File: src/pkg/twm_consts.svh
`ifndef TWM_CONSTS_SVH
`define TWM_CONSTS_SVH
// register byte addresses on the apb bus
`define TWM_ADDR_CTRL 8'h00
`define TWM_ADDR_STATUS 8'h04
`define TWM_ADDR_DATA 8'h08
// control register bit positions
`define TWM_BIT_FLAG 7
`define TWM_BIT_ACK 6
`define TWM_BIT_START 5
`define TWM_BIT_STOP 4
`define TWM_BIT_WCOL 3
`define TWM_BIT_EN 2
`define TWM_BIT_IRQ_EN 0
// status codes, prescaler bits masked to zero
`define TWM_ST_START 8'h08
`define TWM_ST_RESTART 8'h10
`define TWM_ST_AW_ACK 8'h18
`define TWM_ST_AW_NACK 8'h20
`define TWM_ST_ARB_LOST 8'h38
`define TWM_ST_DATA_ACK 8'h28
`define TWM_ST_DATA_NACK 8'h30
`define TWM_ST_AR_ACK 8'h40
`define TWM_ST_AR_NACK 8'h48
`define TWM_ST_IDLE 8'hF8
// timing: quarter of a serial bit period
`define TWM_QTR_NS 2500
`define TWM_CLK_NS 50
`define TWM_QTR_CYC (`TWM_QTR_NS / `TWM_CLK_NS)
`endif

File: src/pkg/twm_pkg.sv
package twm_pkg;
    typedef enum logic [3:0] {
        TWM_IDLE, TWM_WAIT_FREE, TWM_START, TWM_BITS, TWM_ACK,
        TWM_HOLD, TWM_STOP, TWM_MRX
    } twm_state_type;

    typedef struct packed {
        twm_state_type st;
        logic [7:0] ctrl;
        logic [7:0] status;
        logic [7:0] data;
        logic [7:0] shift;
        logic [3:0] bitn;
        logic [1:0] phase;
        logic [7:0] tick;
        logic addr_step;
        logic is_read;
        logic restart_after;
        logic busy;
        logic sda_oe;
        logic scl_oe;
        logic [2:0] scl_s;
        logic [2:0] sda_s;
        logic scl_q;
        logic sda_q;
        logic [31:0] prdata;
    } twm_regs_type;
endpackage

File: src/hdl/twm_master_tx.sv
`timescale 1ns/1ns
// How it works
// - master work always begins by driving a start condition
// - address direction bit chooses master transmit or master receive mode
// - start waits until the bus is seen free
// - after start, flag sets and status shows 08
// - writing one to the flag clears it and releases the next step
// - bus stays suspended while the flag is set
// - after address-write and ack sample, flag sets, status 18 or 20
// - data write with flag low is dropped and sets write collision
// - bytes repeat load-then-clear until stop or repeated start
// - after repeated start, status 10 and the bus stays owned
// - address-read after repeated start switches to master receive
// - stop request bit clears itself once stop is on the bus
// - start and stop together give stop then start, stop bit cleared
`include "twm_consts.svh"
module twm_master_tx #(
    parameter int QTR_CYC = `TWM_QTR_CYC
) (
    // clock and reset
    input wire logic clock,
    input wire logic rst,
    // apb slave
    input wire logic psel,
    input wire logic penable,
    input wire logic pwrite,
    input wire logic [7:0] paddr,
    input wire logic [31:0] pwdata,
    output logic [31:0] prdata,
    output logic pready,
    output logic pslverr,
    // two-wire pins, open drain: oe high pulls the line low
    input wire logic scl_in,
    output logic scl_out,
    output logic scl_oe,
    input wire logic sda_in,
    output logic sda_out,
    output logic sda_oe,
    // status towards the core
    output logic irq,
    output logic master_rx_mode
);
    import twm_pkg::*;

    initial begin
        if (QTR_CYC < 2 || QTR_CYC > 255) begin
            $error("twm_master_tx: QTR_CYC out of range");
        end
    end

    localparam logic [7:0] QTR_LAST = 8'(QTR_CYC - 1);

    twm_regs_type r_r;
    twm_regs_type r_nxt;

    // a pin is taken once second and third stage agree
    function automatic logic settle(input logic [2:0] s, input logic prev);
        settle = (s[1] == s[2]) ? s[2] : prev;
    endfunction

    logic acc;
    logic wr;
    logic rd;
    logic scl_v;
    logic sda_v;
    logic qtr_end;

    assign acc = psel && penable;
    assign wr = acc && pwrite;
    assign rd = acc && !pwrite;
    assign pready = 1'b1;
    assign pslverr = acc && (paddr != `TWM_ADDR_CTRL) && (paddr != `TWM_ADDR_STATUS)
                     && (paddr != `TWM_ADDR_DATA);
    assign prdata = r_r.prdata;
    assign scl_out = 1'b0;
    assign sda_out = 1'b0;
    assign scl_oe = r_r.scl_oe;
    assign sda_oe = r_r.sda_oe;
    assign irq = r_r.ctrl[`TWM_BIT_FLAG] && r_r.ctrl[`TWM_BIT_IRQ_EN];
    assign master_rx_mode = (r_r.st == TWM_MRX);
    assign scl_v = settle(r_r.scl_s, r_r.scl_q);
    assign sda_v = settle(r_r.sda_s, r_r.sda_q);
    assign qtr_end = (r_r.tick == QTR_LAST);

    // next-state logic for the whole block
    always_comb begin
        logic set_flag;
        logic flag_clr;
        logic [7:0] w;
        set_flag = 1'b0;
        flag_clr = 1'b0;
        w = pwdata[7:0];
        r_nxt = r_r;
        r_nxt.scl_s = {r_r.scl_s[1:0], scl_in};
        r_nxt.sda_s = {r_r.sda_s[1:0], sda_in};
        r_nxt.scl_q = scl_v;
        r_nxt.sda_q = sda_v;
        r_nxt.tick = qtr_end ? 8'h00 : r_r.tick + 8'h01;
        if (qtr_end) begin
            r_nxt.phase = r_r.phase + 2'd1;
        end

        // bus busy: set by a start seen on the wire, cleared by a stop
        if (r_r.scl_q && scl_v && r_r.sda_q && !sda_v) begin
            r_nxt.busy = 1'b1;
        end else if (r_r.scl_q && scl_v && !r_r.sda_q && sda_v) begin
            r_nxt.busy = 1'b0;
        end

        // register writes
        if (wr && paddr == `TWM_ADDR_CTRL) begin
            flag_clr = w[`TWM_BIT_FLAG];
            r_nxt.ctrl[`TWM_BIT_ACK] = w[`TWM_BIT_ACK];
            r_nxt.ctrl[`TWM_BIT_START] = w[`TWM_BIT_START];
            r_nxt.ctrl[`TWM_BIT_STOP] = w[`TWM_BIT_STOP];
            r_nxt.ctrl[`TWM_BIT_EN] = w[`TWM_BIT_EN];
            r_nxt.ctrl[`TWM_BIT_IRQ_EN] = w[`TWM_BIT_IRQ_EN];
            if (flag_clr) begin
                r_nxt.ctrl[`TWM_BIT_FLAG] = 1'b0;
                r_nxt.ctrl[`TWM_BIT_WCOL] = 1'b0;
            end
        end
        if (wr && paddr == `TWM_ADDR_DATA) begin
            if (r_r.ctrl[`TWM_BIT_FLAG]) begin
                r_nxt.data = w;
            end else begin
                r_nxt.ctrl[`TWM_BIT_WCOL] = 1'b1;
            end
        end

        // sequencer; bus steps wait for quarter-bit boundaries, idle, hold and receive act on the write at once
        case (r_r.st)
            TWM_IDLE: begin
                if (flag_clr && w[`TWM_BIT_EN] && w[`TWM_BIT_START]) begin
                    r_nxt.st = TWM_WAIT_FREE;
                    r_nxt.restart_after = 1'b0;
                end
            end
            TWM_WAIT_FREE: begin
                if (!r_r.busy && scl_v && sda_v && qtr_end) begin
                    r_nxt.st = TWM_START;
                    r_nxt.phase = 2'd0;
                end
            end
            TWM_START: begin
                // release sda with scl high, then pull sda, then scl
                if (qtr_end) begin
                    case (r_r.phase)
                        2'd0: begin
                            r_nxt.sda_oe = 1'b0;
                            r_nxt.scl_oe = 1'b0;
                        end
                        2'd1: r_nxt.sda_oe = 1'b1;
                        2'd2: r_nxt.scl_oe = 1'b1;
                        default: begin
                            set_flag = 1'b1;
                            r_nxt.status = r_r.restart_after ? `TWM_ST_RESTART : `TWM_ST_START;
                            r_nxt.ctrl[`TWM_BIT_START] = 1'b0;
                            r_nxt.addr_step = 1'b1;
                            r_nxt.busy = 1'b1;
                            r_nxt.st = TWM_HOLD;
                        end
                    endcase
                end
            end
            TWM_HOLD: begin
                // scl held low while the flag stands
                if (flag_clr && w[`TWM_BIT_EN]) begin
                    r_nxt.phase = 2'd0;
                    r_nxt.tick = 8'h00;
                    if (w[`TWM_BIT_STOP]) begin
                        r_nxt.restart_after = w[`TWM_BIT_START];
                        r_nxt.st = TWM_STOP;
                    end else if (w[`TWM_BIT_START]) begin
                        r_nxt.restart_after = 1'b1;
                        r_nxt.sda_oe = 1'b0;
                        r_nxt.st = TWM_START;
                    end else if (r_r.status != `TWM_ST_AR_ACK) begin
                        r_nxt.shift = r_r.data;
                        r_nxt.is_read = r_r.addr_step && r_r.data[0];
                        r_nxt.bitn = 4'd0;
                        r_nxt.st = TWM_BITS;
                    end
                end else if (wr && paddr == `TWM_ADDR_CTRL && !w[`TWM_BIT_EN]) begin
                    r_nxt.st = TWM_IDLE;
                end
            end
            TWM_BITS: begin
                // data changes with scl low, stable while scl high
                if (qtr_end) begin
                    case (r_r.phase)
                        2'd0: r_nxt.sda_oe = !r_r.shift[7];
                        2'd1: r_nxt.scl_oe = 1'b0;
                        2'd2: r_nxt.scl_oe = scl_v ? 1'b0 : 1'b0;
                        default: begin
                            r_nxt.scl_oe = 1'b1;
                            r_nxt.shift = {r_r.shift[6:0], 1'b0};
                            r_nxt.bitn = r_r.bitn + 4'd1;
                            if (r_r.bitn == 4'd7) begin
                                r_nxt.st = TWM_ACK;
                            end
                        end
                    endcase
                end
            end
            TWM_ACK: begin
                // release sda, sample the acknowledge with scl high
                if (qtr_end) begin
                    case (r_r.phase)
                        2'd0: r_nxt.sda_oe = 1'b0;
                        2'd1: r_nxt.scl_oe = 1'b0;
                        2'd2: r_nxt.shift[0] = sda_v;
                        default: begin
                            r_nxt.scl_oe = 1'b1;
                            set_flag = 1'b1;
                            if (r_r.addr_step) begin
                                if (r_r.is_read) begin
                                    r_nxt.status = r_r.shift[0] ? `TWM_ST_AR_NACK
                                                                : `TWM_ST_AR_ACK;
                                end else begin
                                    r_nxt.status = r_r.shift[0] ? `TWM_ST_AW_NACK
                                                                : `TWM_ST_AW_ACK;
                                end
                            end else begin
                                r_nxt.status = r_r.shift[0] ? `TWM_ST_DATA_NACK
                                                            : `TWM_ST_DATA_ACK;
                            end
                            r_nxt.addr_step = 1'b0;
                            r_nxt.st = (r_r.is_read && !r_r.shift[0]) ? TWM_MRX : TWM_HOLD;
                        end
                    endcase
                end
            end
            TWM_MRX: begin
                // receive side lives elsewhere; only stop, restart or disabling the unit leave it,
                // and the requested condition then goes out on quarter-bit boundaries
                if (flag_clr && w[`TWM_BIT_EN] && (w[`TWM_BIT_STOP] || w[`TWM_BIT_START])) begin
                    r_nxt.phase = 2'd0;
                    r_nxt.tick = 8'h00;
                    r_nxt.restart_after = w[`TWM_BIT_START];
                    if (w[`TWM_BIT_STOP]) begin
                        r_nxt.st = TWM_STOP;
                    end else begin
                        r_nxt.sda_oe = 1'b0;
                        r_nxt.st = TWM_START;
                    end
                end
            end
            TWM_STOP: begin
                // sda low, scl up, then sda up with scl high
                if (qtr_end) begin
                    case (r_r.phase)
                        2'd0: r_nxt.sda_oe = 1'b1;
                        2'd1: r_nxt.scl_oe = 1'b0;
                        2'd2: r_nxt.sda_oe = 1'b0;
                        default: begin
                            r_nxt.ctrl[`TWM_BIT_STOP] = 1'b0;
                            r_nxt.busy = 1'b0;
                            r_nxt.status = `TWM_ST_IDLE;
                            r_nxt.st = r_r.restart_after ? TWM_WAIT_FREE : TWM_IDLE;
                            r_nxt.restart_after = 1'b0;
                        end
                    endcase
                end
            end
            default: r_nxt.st = TWM_IDLE;
        endcase

        // hardware set wins over a software clear in the same cycle
        if (set_flag) begin
            r_nxt.ctrl[`TWM_BIT_FLAG] = 1'b1;
        end

        // disabling the unit lets go of both lines
        if (!r_nxt.ctrl[`TWM_BIT_EN]) begin
            r_nxt.st = TWM_IDLE;
            r_nxt.scl_oe = 1'b0;
            r_nxt.sda_oe = 1'b0;
        end

        // read data registered for the access phase
        r_nxt.prdata = 32'h0000_0000;
        if (psel && !penable && !pwrite) begin
            case (paddr)
                `TWM_ADDR_CTRL: r_nxt.prdata = {24'h000000, r_nxt.ctrl};
                `TWM_ADDR_STATUS: r_nxt.prdata = {24'h000000, r_nxt.status};
                `TWM_ADDR_DATA: r_nxt.prdata = {24'h000000, r_nxt.data};
                default: r_nxt.prdata = 32'h0000_0000;
            endcase
        end else if (rd) begin
            r_nxt.prdata = r_r.prdata;
        end
    end

    // one register for all state
    always_ff @(posedge clock) begin
        if (rst) begin
            r_r <= '{st: TWM_IDLE, status: `TWM_ST_IDLE, scl_s: 3'h7, sda_s: 3'h7,
                     scl_q: 1'b1, sda_q: 1'b1, default: '0};
        end else begin
            r_r <= r_nxt;
        end
    end
endmodule // twm_master_tx

File: config.mk
export PLATFORM = sky130hd
export DESIGN_NAME = twm_master_tx
export DESIGN_NICKNAME = d
export VERILOG_FILES = /design/src/pkg/twm_pkg.sv /design/src/hdl/twm_master_tx.sv
export VERILOG_INCLUDE_DIRS = /design/src /design/src/pkg
export SDC_FILE = /design/constraint.sdc
export NUM_CORES = 1
export LEC_CHECK = 0
export ABC_AREA = 1
export BUFFER_PORTS_ARGS = -buffer_cell sky130_fd_sc_hd__buf_2
export CORE_UTILIZATION = 52
export DETAILED_ROUTE_END_ITERATION = 16
export GPL_ROUTABILITY_DRIVEN = 0
export MAX_ROUTING_LAYER = met4
export PLACE_DENSITY = 0.76
export REMOVE_ABC_BUFFERS = 1
export SLEW_MARGIN = 40
export SYNTH_ARGS = -nofsm -noshare
export SYNTH_HDL_FRONTEND = slang
export SYNTH_SLANG_ARGS = --single-unit
export TNS_END_PERCENT = 50
File: constraint.sdc
create_clock -name clock -period 3.8 [get_ports clock]
set_input_delay 0.19 -clock clock [delete_from_list [all_inputs] [get_ports clock]]
set_output_delay 0.19 -clock clock [all_outputs]
set_load 0.01 [all_outputs]
==> impl_metrics.csv <==
group,metric,value,unit
pwr,leakagePower,2.05,nW
floorplan,die_area,0.00875,mm²
detailed_routing,num_vias,4222,
yosys,synth-seq-area-share,32.2,%
floorplan,fp.dieH,93.5,µm
yosys,synth.distinct_cells,40,
yosys,yosys.area.top_type,"dfxtp_1",
global_route,grt_max_degree,38,
layout,n_antenna_cell,0,
setup_path,start_kind,"flop",
status,status,"finished, final reports clean",
setup_path,worstSetupEndpointType,"flop",
detailed_routing,ant_nets,0,
placement,port_buffers,35,
timing,skew,0.00769,ns
yosys,ys_seq_elements,70,
pwr,cell_internal_pwr,0.000993,W
floorplan,die_w,93.5,µm
timing,finalSetupViolations,0,
detailed_routing,drc,0,
yosys,ys_dominant_reg_cell,"dfxtp_1",
global_route,grt.overflow.total,0,
timing,worst-slew-pin-transition,0.696,ns
timing,final_hold_viol_count,0,
clock_tree,clk_latency,0.35,ns
setup_path,worstPathArrival,2.42,ns
layout,drive_above_1_share,12.9,%
pwr,combPwrFrac,5.0,%
yosys,synthMuxAreaShare,0.689,%
layout,area_delta_synth_final,5.63,%
global_route,grt_antenna_before_repair,0,
global_route,grt_pass1_vias,3582,
layout,fin_nets,745,
detailed_routing,dr.pass1.iters,7,
clock_tree,cts_sinks,70,
yosys,syn_inst,664,
clock_tree,cts_hold_buf,0,
yosys,ys_top_cells_by_area,"dfxtp_1 32%, nand2_1 13%, nor2_1 8.1%",
detailed_routing,routedWlPerCell,12.8,µm
timing,relSlewSlack,53.6,%
clock_tree,cts_tree,"built",
clock_tree,postCtsSetupBuffers,0,
floorplan,rows,33,
clock_tree,cts_buffer_depth,2,
yosys,synth_top_family_by_area,"simple AND/OR/NAND/NOR gates",
yosys,synth-xor-area-share,1.61,%
yosys,synth_compound_area_share,12.2,%
yosys,yosys.area_share.simple,36.7,%
timing,setup_tns,0,ns
placement,dpl_cell_area,0.00444,mm²
job,drv_cap,0,
setup_path,required,4.02,ns
clock_tree,cts-root-buf,"clkbuf_8",
timing,rsz0062_at_grt,"false",
timing,min_period_over_period,58.0,%
yosys,synth_area,0.00436,mm²
detailed_routing,routed_via_density,5.30,
floorplan,coreArea,0.00818,mm²
yosys,synth_top_area_share,32.2,%
clock_tree,clkTransAtPathRegs,0.07,ns
detailed_routing,first_iter_violations,326,
setup_path,crit_fanout,16,
timing,layout_min_cycle_time,2.21,ns
pwr,irDropWorstVdd,0.192,mV
pwr,p_clk_share,39.0,%
pwr,p_seq_share,56.0,%
yosys,synth-edff-count,0,
yosys,synth.avg_cell_area,6.56,µm²
clock_tree,cts_buffers,9,
timing,fmax,0.453,GHz
pwr,pwr_density_cell,288,mW/mm²
placement,hpwl,7570,µm
detailed_routing,wl,10200,µm
floorplan,initial_core_util,53.3,%
layout,final_area,0.00460,mm²
setup_path,critical_path_class,"reg -> reg",
global_route,grt_pass1_wl,16600,µm
yosys,async_reset_ff_share,0,%
timing,report.final.slew_viol_count,0,
layout,fill_cells,816,
min_path,hold_class,"in -> reg",
clock_tree,cts_resized,0,
yosys,yosysWarningCount,0,
pwr,power.switching,0.000334,W
yosys,synth_fa_ha_area_share,3.16,%
pwr,sw_frac_of_total,25.2,%
clock_tree,htree_num_levels,3,
floorplan,io_pins,87,
global_route,grt_usage,24.9,%
==> flip-flops by register name, summed over array words and instances, names as in the netlist <==
signal / flops
prdata: 8
r_nxt: 4
r_r: 56
scl_oe: 1
sda_oe: 1
==> path summary, 6_finish.rpt <==
| path | slack, ns | from | to | cells past startpoint |
|---|---|---|---|---|
| worst max-delay path | 1.59 | r_r[94] | r_r[57] | 7 |
| worst min-delay path | 0.03 | sda_in | r_nxt[35] | 2 |
| worst max register to register | 1.59 | r_r[94] | r_r[57] | 7 |
| worst min register to register | 0.42 | r_nxt[35] | r_nxt[36] | 1 |
==> power groups by stage <==
stage / Combinational (W) / Clock (W) / Sequential (W)
global route: 0.0000754 / 0.000557 / 0.000743
global placement: 0.0000644 / 0 / 0.000759
CTS: 0.0000664 / 0.000527 / 0.000742
floorplan: 0.0000383 / 0 / 0.000759
detailed placement: 0.0000662 / 0 / 0.000760
finish: 0.0000668 / 0.000517 / 0.000743
==> per-layer routing <==
layer / up-vias / GRT usage [%] / part of all wire (%)
met2: 169 / 37.3 / 46
met4: 0 / 9.62 / 2.0
met5: - / - / 0
met3: 21 / 5.85 / 7.1
met1: 1902 / 32.5 / 45
li1: 2130 / - / -
==> kinds of logic (layout without fill, tap and decap cells) <==
family	after synthesis	after routing
flops	70	70
simple gates	357	357
mux	3	3
other cells	2	27
xor+xnor	8	8
compound gates	95	95
fa+ha+maj	11	11
buf+inv	118	121
==> cells in the final DEF, fill, tap and decap left out, types with 2 or more instances in the layout <==
cell	n
nand4_1	9
inv_2	7
clkbuf_8	9
or2_2	7
o211ai_1	12
or2_1	2
nand3_2	3
a21oi_1	25
ha_1	11
nor3_1	5
nand3b_1	3
o21ai_1	2
nand2_1	155
nor3_2	2
inv_1	62
o22ai_1	6
conb_1	27
nand3_1	52
nor2_4	3
clkinv_2	3
nor3b_1	2
clkbuf_1	3
buf_2	35
a21boi_0	3
o21ai_0	43
nand2_2	12
mux2i_1	3
xor2_1	7
dfxtp_1	70
nor2_1	94
nor2_2	4
==> Yosys cell counts, types with 3 or more instances <==
| master | count |
|---|---|
| ha_1 | 11 |
| nand2_1 | 155 |
| a21boi_0 | 3 |
| a21oi_1 | 25 |
| mux2i_1 | 3 |
| xor2_1 | 7 |
| nor2_1 | 94 |
| inv_2 | 7 |
| o21ai_0 | 43 |
| o211ai_1 | 12 |
| inv_1 | 62 |
| nand3_1 | 52 |
| nand4_1 | 9 |
| buf_4 | 36 |
| nor2_2 | 4 |
| nand3b_1 | 3 |
| nand2_2 | 12 |
| dfxtp_1 | 70 |
| nand3_2 | 3 |
| nor3_1 | 5 |
| or2_2 | 7 |
| nor2_4 | 3 |
| o22ai_1 | 6 |
| clkbuf_1 | 8 |
| buf_1 | 3 |
==> worst max-delay path, cell delays in order (launching register included) <==
cell and delay [ns]:
dfxtp_1 0.56, inv_1 0.16, nand3_1 0.50, nor2_1 0.14
nor3b_1 0.31, nand3_1 0.16, a21oi_1 0.18, nor2_1 0.06
==> final cells by class <==
| type | count | area, µm² | share of cell area [%] |
|---|---|---|---|
| clock buffer | 12 | 135 | 2.94 |
| clock inverter | 4 | 23.8 | 0.517 |
| inverter | 69 | 259 | 5.63 |
| multi-input combinational | 501 | 2470 | 53.6 |
| sequential | 70 | 1400 | 30.5 |
| tap | 105 | 131 | 2.86 |
| timing repair buffer | 36 | 183 | 3.97 |
==> through the flow <==
| stage | worst slack (ns) | util [%] | hold slack, ns | instances | total power (W) |
|---|---|---|---|---|---|
| global route | 1.31 | 56.3 | 0.0269 | 797 | 0.00138 |
| global placement | 1.63 | 54.3 | 0.376 | 781 | 0.000824 |
| detailed placement | 1.60 | 54.3 | 0.382 | 781 | 0.000826 |
| floorplan | 2.06 | - | 0.259 | 640 | 0.000797 |
| CTS | 1.64 | 56.3 | 0.0182 | 797 | 0.00134 |
| finish | 1.59 | 56.3 | 0.0272 | 797 | 0.00133 |
Power figures use the tool's default switching activity.
